--- config.mk ---
export PLATFORM = sky130hd
export DESIGN_NAME = vm_classify
export DESIGN_NICKNAME = d
export VERILOG_FILES = /design/src/hw/vm_classify_pkg.sv /design/src/hw/vm_classify.sv
export SDC_FILE = /design/constraint.sdc
export NUM_CORES = 1
export LEC_CHECK = 0
export BUFFER_PORTS_ARGS = -buffer_cell sky130_fd_sc_hd__buf_4
export CORE_MARGIN = 2
export CORE_UTILIZATION = 50
export DETAILED_ROUTE_END_ITERATION = 12
export PLACE_DENSITY_LB_ADDON = 0.05
export SLEW_MARGIN = 20
export SYNTH_ARGS = -nofsm -noshare
export SYNTH_HDL_FRONTEND = slang
export SYNTH_SLANG_ARGS = --single-unit
export TNS_END_PERCENT = 10
--- constraint.sdc ---
create_clock -name CLK -period 2.7 [get_ports CLK]
set_input_delay 0.54 -clock CLK [delete_from_list [all_inputs] [get_ports CLK]]
set_output_delay 0.54 -clock CLK [all_outputs]
set_load 0.005 [all_outputs]
--- src/hw/vm_classify_pkg.sv ---
// constants for the compatibility-mode io and interrupt classifier
// assumes a single core clock domain and a plain register port
package vm_classify_pkg;
    // register indices on the plain port
    localparam logic [3:0] ADDR_CTRL       = 4'h0;
    localparam logic [3:0] ADDR_FLAGS      = 4'h1;
    localparam logic [3:0] ADDR_STATUS     = 4'h2;
    localparam logic [3:0] ADDR_MASK       = 4'h3;
    localparam logic [3:0] ADDR_IOPERM_LO  = 4'h4;
    localparam logic [3:0] ADDR_REDIR_BASE = 4'h8;
    localparam int         REDIR_WORDS     = 8;
    localparam int         IOPERM_PORTS    = 128;
    // field positions
    localparam int BIT_VME    = 0;
    localparam int BIT_VMODE  = 1;
    localparam int BIT_IOPL0  = 12;
    localparam int BIT_IOPL1  = 13;
    localparam int BIT_VIF    = 19;
    localparam int BIT_VIP    = 20;
    // status bits
    localparam int ST_IO_FAULT   = 0;
    localparam int ST_PAGE_FAULT = 1;
    localparam int ST_GP_FAULT   = 2;
    localparam int ST_EVENT      = 3;
    localparam int ST_WIDTH      = 4;
    localparam logic [31:0] RESET_CTRL  = 32'h0000_0000;
    localparam logic [31:0] RESET_FLAGS = 32'h0000_0000;
    localparam logic [1:0]  CPL_USER    = 2'h3;
    localparam logic [7:0]  VEC_GP      = 8'h0d;
    localparam logic [7:0]  VEC_PF      = 8'h0e;
    typedef enum logic [1:0] {CLASS_NONE, CLASS_ONE, CLASS_TWO, CLASS_THREE} class_t;
    typedef enum logic [1:0] {DEST_NONE, DEST_PROT, DEST_LEGACY, DEST_VIRT} dest_t;
    typedef enum logic [1:0] {KIND_EXC, KIND_HWINT, KIND_MASKABLE, KIND_SOFT} kind_t;
endpackage

--- src/hw/vm_classify.sv ---
// compatibility-mode io checker and interrupt classifier
// assumes synchronous one-cycle request pulses from the core pipeline
// Overview of operation
// - port io checked against task permission bitmap
// - bitmap always checked, no privilege shortcut
// - not-present io page raises page fault
// - exceptions and hardware interrupts are class one
// - maskable interrupts class two only with extensions
// - software interrupt instruction gives class three
// - privilege field bits 12-13 steer class three
// - privilege field gates virtual flags under extensions
// - control bit 0 enables virtual mode extensions
// - 256-flag redirection bitmap, 32 bytes
// - redirection flag picks legacy or protected handler
// - virtual flag and pending support class two
// - monitor reached through general protection vector
// - handler picked from class and flags
// - privilege fixed at user level in mode
//
// Local design decisions: the address-and-strobe port and the placing of the registers.
`timescale 1ns/1ps
module vm_classify
    import vm_classify_pkg::*;
(
    input  wire logic                    CLK,
    input  wire logic                    RSTN,
    input  wire logic [3:0]              ADDR,
    input  wire logic [31:0]             WDATA,
    input  wire logic                    WR,
    input  wire logic                    RD,
    output logic      [31:0]             RDATA,
    input  wire logic                    IO_REQ,
    input  wire logic [6:0]              IO_PORT,
    output logic                         IO_FAULT,
    input  wire logic                    MEM_REQ,
    input  wire logic                    MEM_PAGE_PRESENT,
    input  wire logic                    MEM_IS_IO,
    output logic                         PAGE_FAULT,
    input  wire logic                    EV_REQ,
    input  wire vm_classify_pkg::kind_t  EV_KIND,
    input  wire logic [7:0]              EV_VECTOR,
    output vm_classify_pkg::class_t      EV_CLASS,
    output vm_classify_pkg::dest_t       EV_DEST,
    output logic [7:0]                   EV_OUT_VECTOR,
    output logic                         EV_VALID,
    output logic [1:0]                   CURRENT_PRIVILEGE_LEVEL,
    output logic                         IRQ
);
    import vm_classify_pkg::*;

    logic [31:0]             ctrl;
    logic [31:0]             flags;
    logic [IOPERM_PORTS-1:0] ioperm;
    logic [255:0]            redir;
    logic [ST_WIDTH-1:0]     status;
    logic [ST_WIDTH-1:0]     mask;

    wire       virtual_mode_ext_enable      = ctrl[BIT_VME];
    wire       vmode    = ctrl[BIT_VMODE];
    wire [1:0] io_privilege_level     = {flags[BIT_IOPL1], flags[BIT_IOPL0]};
    wire       io_privilege_level_max = (io_privilege_level == CPL_USER);
    wire       virtual_irq_flag      = flags[BIT_VIF];

    // cpl is forced to user while in compatibility mode
    assign CURRENT_PRIVILEGE_LEVEL = vmode ? CPL_USER : 2'h0;

    // no cpl<=io_privilege_level bypass: a set bit faults regardless of privilege
    wire io_denied = vmode & IO_REQ & ioperm[IO_PORT];
    wire pf_hit    = vmode & MEM_REQ & MEM_IS_IO & ~MEM_PAGE_PRESENT;

    // classification
    wire is_soft  = (EV_KIND == KIND_SOFT);
    wire is_mask  = (EV_KIND == KIND_MASKABLE);
    wire cls_two  = is_mask & virtual_mode_ext_enable;
    wire redir_on = ~redir[EV_VECTOR];
    // virtual flags only act with extensions on and io_privilege_level below user
    wire virt_on  = virtual_mode_ext_enable & ~io_privilege_level_max;

    class_t next_class;
    dest_t  next_dest;
    logic [7:0] next_vec;
    logic       next_gp;
    logic       next_vip;
    always_comb begin
        next_class = CLASS_ONE;
        next_dest  = DEST_PROT;
        next_vec   = EV_VECTOR;
        next_gp    = 1'b0;
        next_vip   = 1'b0;
        if (is_soft) begin
            next_class = CLASS_THREE;
            if (virtual_mode_ext_enable & redir_on) begin
                next_dest = DEST_LEGACY;
            end else if (!io_privilege_level_max) begin
                next_vec = VEC_GP;
                next_gp  = 1'b1;
            end
        end else if (cls_two) begin
            next_class = CLASS_TWO;
            if (virt_on) begin
                next_dest = DEST_VIRT;
                next_vip  = ~virtual_irq_flag;
            end
        end
        if (pf_hit) begin
            next_vec = VEC_PF;
        end
    end

    // register port decode
    wire wr_ctrl   = WR & (ADDR == ADDR_CTRL);
    wire wr_flags  = WR & (ADDR == ADDR_FLAGS);
    wire wr_status = WR & (ADDR == ADDR_STATUS);
    wire wr_mask   = WR & (ADDR == ADDR_MASK);
    wire [2:0] redir_idx = ADDR[2:0];
    wire wr_redir  = WR & (ADDR >= ADDR_REDIR_BASE);
    wire [1:0] perm_idx  = ADDR[1:0];
    wire wr_perm   = WR & (ADDR >= ADDR_IOPERM_LO) & (ADDR < ADDR_REDIR_BASE);

    wire ev_fire = (EV_REQ | pf_hit) & vmode;
    wire [ST_WIDTH-1:0] events = {ev_fire, ev_fire & next_gp, pf_hit, io_denied};

    logic [31:0] rd_mux;
    always_comb begin
        rd_mux = 32'h0;
        if (ADDR == ADDR_CTRL) begin
            rd_mux = ctrl;
        end else if (ADDR == ADDR_FLAGS) begin
            rd_mux = flags;
        end else if (ADDR == ADDR_STATUS) begin
            rd_mux = {{(32-ST_WIDTH){1'b0}}, status};
        end else if (ADDR == ADDR_MASK) begin
            rd_mux = {{(32-ST_WIDTH){1'b0}}, mask};
        end else if (ADDR < ADDR_REDIR_BASE) begin
            rd_mux = ioperm[perm_idx*32 +: 32];
        end else begin
            rd_mux = redir[redir_idx*32 +: 32];
        end
    end

    always_ff @(posedge CLK or negedge RSTN) begin
        if (!RSTN) begin
            ctrl   <= RESET_CTRL;
            mask   <= '0;
            ioperm <= '0;
            redir  <= '0;
            RDATA  <= 32'h0;
        end else begin
            if (wr_ctrl) ctrl <= WDATA;
            if (wr_mask) mask <= WDATA[ST_WIDTH-1:0];
            if (wr_perm) ioperm[perm_idx*32 +: 32] <= WDATA;
            if (wr_redir) redir[redir_idx*32 +: 32] <= WDATA;
            RDATA <= RD ? rd_mux : 32'h0;
        end
    end

    // pending flag set by hardware wins over a software write
    always_ff @(posedge CLK or negedge RSTN) begin
        if (!RSTN) begin
            flags <= RESET_FLAGS;
        end else begin
            if (wr_flags) flags <= WDATA;
            if (EV_REQ & vmode & next_vip) flags[BIT_VIP] <= 1'b1;
        end
    end

    // sticky status, set beats write-one-clear
    always_ff @(posedge CLK or negedge RSTN) begin
        if (!RSTN) begin
            status <= '0;
        end else begin
            status <= (status & ~(wr_status ? WDATA[ST_WIDTH-1:0] : '0)) | events;
        end
    end
    assign IRQ = |(status & mask);

    always_ff @(posedge CLK or negedge RSTN) begin
        if (!RSTN) begin
            IO_FAULT      <= 1'b0;
            PAGE_FAULT    <= 1'b0;
            EV_VALID      <= 1'b0;
            EV_CLASS      <= CLASS_NONE;
            EV_DEST       <= DEST_NONE;
            EV_OUT_VECTOR <= 8'h0;
        end else begin
            IO_FAULT   <= io_denied;
            PAGE_FAULT <= pf_hit;
            EV_VALID   <= ev_fire;
            if (ev_fire) begin
                EV_CLASS      <= pf_hit ? CLASS_ONE : next_class;
                EV_DEST       <= pf_hit ? DEST_PROT : next_dest;
                EV_OUT_VECTOR <= next_vec;
            end
        end
    end
endmodule // vm_classify

# After elaboration in Yosys (flattened, before gate mapping)
# Cells that the tools add are included.
[classes] n_addsub=2 order_cmp=5 n_eq_ne=6 shift=6 mux=34 bitwise_logic=28 n_reduce_logical=3
[op_table] operator="$bwmux 256" count=1
[op_table] operator="$shift 32x34->256 const A" count=1
[op_table] operator="$shiftx 256x9->32" count=1
[op_table] operator="$shiftx 32x34->256" count=1
[op_table] operator="$mux 32" count=6
[op_table] operator="$bwmux 128" count=1
[op_table] operator="$shift 32x34->128 const A" count=1
[op_table] operator="$shiftx 128x8->32" count=1
[op_table] operator="$shiftx 32x34->128" count=1
[op_table] operator="$neg 7->34" count=1
[op_table] operator="$neg 8->34" count=1
[op_table] operator="$mux 8" count=4
[op_table] operator="$mux 21" count=1
[op_table] operator="$and 1x1->1" count=19
[op_table] operator="$mux 2" count=9
[op_table] operator="$lt 8x9->1 const B" count=1
[op_table] operator="$mux 1" count=9
[op_table] operator="$and 4x4->4" count=2
[op_table] operator="$bmux 1 s8" count=1
[op_table] operator="$eq 4x2->1 const B" count=2
[op_table] operator="$lt 7x8->1 const B" count=1
[op_table] operator="$bmux 1 s7" count=1
[op_table] operator="$eq 2x2->1 const B" count=3
[op_table] operator="$eq 4x1->1 const B" count=1
[op_table] operator="other kinds (11)" count=14
[totals] regBits=503 output_inout_bits=50

# Depth between registers and ports, before layout
[depth] word_depth=8 depth_mapped=13 depth_no_buf=8

# Worst setup path before layout
# Ideal clock, no wire load.
[synth_timing] path_kind="in2reg" startpoint="in ADDR[1]" endpoint="reg redir[132]" t_arrival_ns=3.176 t_required_ns=2.570 path_slack_ns=-0.606 stages=11 n_path_buf=4 cell_sequence="clkbuf_1 > buf_1 > buf_1 > inv_1 > ha_1 > ha_1 > nor3b_1 > nand3b_1 > clkbuf_1 > nand2_1 > o21ai_0"
[synth_via] elab_chain_len=3 elab_cells_between_ends=6 cone_classes="add/sub (1); order compare (1); shift (2); mux (1); bitwise (1)"
[synth_lines] item="start, declared" line_no="vm_classify.sv:27" text="input wire logic [3:0] ADDR,"
[synth_lines] item="$neg 8->34" line_no="vm_classify.sv:152" text="if (wr_redir) redir[redir_idx*32 +: 32] <= WDATA;"
[synth_lines] item="$shiftx 32x34->256 or $shift 32x34->256 (tied branches)" line_no="vm_classify.sv:152"
[synth_lines] item="$bwmux 256" line_no="vm_classify.sv:152"
[synth_lines] item="end signal, assigned" line_no="vm_classify.sv:146" text="redir <= '0;"
[synth_lines] item="end signal, assigned by index" line_no="vm_classify.sv:152"
[synth_lines] item="end, declared" line_no="vm_classify.sv:54" text="logic [255:0] redir;"
# Parallel ways exist; a longest one is shown, timed or not.
# A chain may end at the register's enable or synchronous reset.

# Worst setup path after layout
[layout_timing] startpoint="reg redir[168]" endpoint="reg EV_DEST[0]"
[layout_via] elab_chain_len=7
[layout_lines] item="$bmux 1 s8" line_no="vm_classify.sv:75" text="wire redir_on = ~redir[EV_VECTOR];"
[layout_lines] item="$mux 1 (implied by the code)" line_no="vm_classify.sv:75"
[layout_lines] item="$not 1->1" line_no="vm_classify.sv:75"
[layout_lines] item="$and 1x1->1" line_no="vm_classify.sv:92" text="if (virtual_mode_ext_enable & redir_on) begin"
[layout_lines] item="$mux 2" line_no="vm_classify.sv:92"
[layout_lines] item="$mux 2" line_no="vm_classify.sv:90" text="if (is_soft) begin"
[layout_lines] item="$mux 2" line_no="vm_classify.sv:191" text="EV_DEST <= pf_hit ? DEST_PROT : next_dest;"
[layout_lines] item="end signal, assigned" line_no="vm_classify.sv:191"
[layout_lines] item="end, declared" line_no="vm_classify.sv:43" text="output vm_classify_pkg::dest_t EV_DEST,"
# Every way passes these cells. The select of a mux whose other input is x is not followed.

==> results.md <==
- Relative slew slack: 0.558
- Status: complete, no violations
- Num Clock Sinks: 503
- Synthesis-to-layout area growth: 16.5%
- WP data arrival: 3170 ps
- Fin Hold WS: 181 ps
- Initial antenna violation count: 4
- Syn_area_per_cell: 10.6 um^2
- Worst Skew: 18.3 ps
- Pre-antenna DRT Iters: 5
- TNS Setup: 0 ps
- Number of cell rows: 83
- Critical path startpoint category: flip-flop
- Antenna Cells: 0
- Die Wd: 233 um
- Vias in the first global route: 20,500
- Ys async rst share: 1.00
- Critical path's slowest cell: mux4_2
- DRT antenna net count: 0
- Max-cap viol count: 0
- Fin crit period: 2650 ps
- Clock root buffer: clkbuf_16
- Layout cells sized above 1: 0.238
- Final HPWL DP: 63,300 um
- Fillcell total: 4,258
- Final net count: 2,623
- Core area: 51,600 um^2
- Fin crit share: 0.981
- Maximum VDD drop: 0.000488 V
- Final setup viols: 0
- Critical path, cell by cell: mux4_2 > mux4_2 > or3_1 > o311a_1 > o211ai_2 > nand4_1 > o32a_1
- # port buffers: 111
- Syn. warnings: 0
- Routed via count: 20,700
- Post-Syn Instances: 2,477
- Clock latency on the worst-skew pair: 640 ps
- CP Capture Type: flip-flop
- Top cells by area, synth: dfrtp_1 (48%), mux4_2 (14%), nand2_1 (9.9%)
- Largest net degree at the start of global routing: 101
- Synth Register Bits: 503
- Final Hold Fails: 0
- Global-route wire length before repair: 136,000 um
- Max Clk Rate: 377 MHz
- Power per cell area: 687 nW/um^2
- Die height: 233 um
- Initial Util: 0.508
- Final estimated routing congestion in global placement: 0.972
- Wire length per cell: 27.6 um
- Mapped Area: 26,200 um^2
- TritonCTS clock tree: built
- Top cell type's share of synthesized area: 0.480
- GR Util All Layers: 0.341
- Die area: 54,300 um^2
- Crit-path leading delay family: multiplexers
- P_leak: 13.5 nW
- Worst-Margin Slew: 663 ps
- Register area share after synthesis: 0.480
- Clock Pin Slew Worst Setup and Hold Paths: 60 ps
- Layout Utilization: 0.592
- Ys flop type: dfrtp_1
- Worst hold path class: in -> reg
- Worst-path fanout max: 3
- CP most frequent cell: mux4_2
- Critical path required time: 3220 ps
- # H-tree levels: 2
- Synth Net Count: 2,547
- RSZ-0062 raised after global routing: true
- DR vias/cell: 6.32
- Clock Path Buffers: 3
- IO Pins: 112
- Post-synth EDFFs: 0
- Initial DRC Count: 2,024
- WP buf/inv: 0
- Worst Path Class, Setup: reg -> reg
- Residual DRC: 0
- Number of CTS-inserted buffers: 55
- CP max stage delay: 510 ps
- Final slew viol count: 0
- Pwr Total: 21.0 mW
- Routed WL: 90,500 um
- Remaining global-route overflow: 0
- Top cell type by total area after synthesis: dfrtp_1
- Distinct cells, synth: 53
==> through the flow <==
step	instances	worst slack (ps)	instance area, um^2
after global placement	3173	-496	28600
after CTS	3277	50.1	30500
after floorplan	2477	-179	26300
final	3279	51.0	30500
after detailed placement	3173	-542	28600
after global routing	3279	-65.8	30500
==> cells by family after synthesis <==
logic type               Yosys count  synth area share
AO/OA/AOI/OAI                    553             0.133
adder cells (fa/ha/maj)            8           0.00382
buffers and inverters            249            0.0392
flip-flops                       503             0.480
multiplexers                     312             0.212
AND/OR/NAND/NOR                  852             0.132
==> path summary, 6_finish.rpt <==
path / from / to / slack (ps) / depth (start not counted)
max: redir[168] / EV_DEST[0] / 50 / 7
max in group asynchronous: RSTN / redir[209] / 1440 / 3
max reg2reg: redir[168] / EV_DEST[0] / 50 / 7
min in group asynchronous: RSTN / flags[7] / 400 / 2
min: IO_REQ / IO_FAULT / 180 / 3
min reg2reg: ioperm[6] / ioperm[6] / 510 / 2
==> state kept, by name, summed over array words and instances, names as in the netlist <==
| register | flops |
|---|---|
| EV_OUT_VECTOR | 8 |
| PAGE_FAULT | 1 |
| ioperm | 128 |
| redir | 256 |
| ctrl | 32 |
| EV_CLASS | 2 |
| EV_DEST | 2 |
| flags | 32 |
| EV_VALID | 1 |
| IO_FAULT | 1 |
| RDATA | 32 |
| mask | 4 |
| status | 4 |
==> cells in the mapped netlist, types with 2 or more instances <==
| library cell | count |
|---|---|
| a2111oi_0 | 2 |
| a211oi_1 | 3 |
| a21oi_1 | 39 |
| a22o_1 | 33 |
| a22oi_1 | 20 |
| a311o_1 | 2 |
| a311oi_1 | 29 |
| a31oi_1 | 4 |
| and2_1 | 6 |
| and3_1 | 8 |
| buf_1 | 16 |
| buf_12 | 2 |
| buf_2 | 14 |
| buf_4 | 5 |
| buf_6 | 3 |
| clkbuf_1 | 198 |
| clkinv_1 | 2 |
| dfrtp_1 | 503 |
| ha_1 | 8 |
| inv_1 | 8 |
| mux2_2 | 68 |
| mux2i_1 | 61 |
| mux4_1 | 15 |
| mux4_2 | 168 |
| nand2_1 | 691 |
| nand2b_1 | 36 |
| nand3_1 | 13 |
| nand4_1 | 3 |
| nor2_1 | 45 |
| nor2b_1 | 38 |
| nor3_1 | 4 |
| nor3b_1 | 2 |
| o2111ai_1 | 2 |
| o211a_1 | 28 |
| o211ai_1 | 6 |
| o21ai_0 | 305 |
| o22a_1 | 2 |
| o31a_1 | 2 |
| o31ai_1 | 67 |
| or3_1 | 3 |
==> routing by layer <==
metal / track usage / routed length, um / vias to the layer above
met5: 0 / 18 / -
met4: 0.101 / 2650 / 2
met3: 0.0713 / 8390 / 150
met2: 0.526 / 41800 / 1035
met1: 0.489 / 37600 / 10500
li1: - / - / 9007
==> layout by cell type (no fill, tap or decap), drive strengths merged, types with 6 or more instances in the layout <==
master and n:
and2 6, nand2b 36, mux4 183, clkinv 22
dfrtp 503, o31ai 67, nor2b 38, nand2 691
o211a 28, a311oi 29, bufinv 8, ha 8
inv 9, nor2 45, and3 8, o211ai 7
nand3 13, mux2i 61, a21oi 39, mux2 68
buf 257, o21ai 305, a22oi 20, clkbuf 74
a22o 33
==> final cells by class <==
| cell class | count | area [um^2] | area share |
|---|---|---|---|
| Sequential cell | 503 | 12600 | 0.412 |
| Clock inverter | 29 | 390 | 0.0128 |
| Clock buffer | 74 | 1550 | 0.0507 |
| Timing Repair Buffer | 258 | 2460 | 0.0807 |
| Tap cell | 680 | 851 | 0.0279 |
| Inverter | 10 | 37.5 | 0.00123 |
| Multi-Input combinational cell | 1725 | 12700 | 0.414 |
==> tightest hold or removal path, delay by kind of cell <==
kind | cells | cell delay (ps)
buffers and inverters | 1 | 110
and+or+nand+nor | 2 | 110
==> repair_timing <==
item | CTS | global route
setup endpoints to repair | 1 | 4
endpoints found under the hold margin | 25 | 0
setup buffers | 0 | 2
resized for setup | 2 | 6
pin swaps | 2 | 2
hold buffers | 1 | 0
==> report_power, final <==
part	switching (mW)	internal (mW)	leakage (nW)
registers	0.907	8.49	6.72
logic	1.85	1.67	5.77
clock network	3.27	4.80	0.968
(Power assumes the default switching activity.)
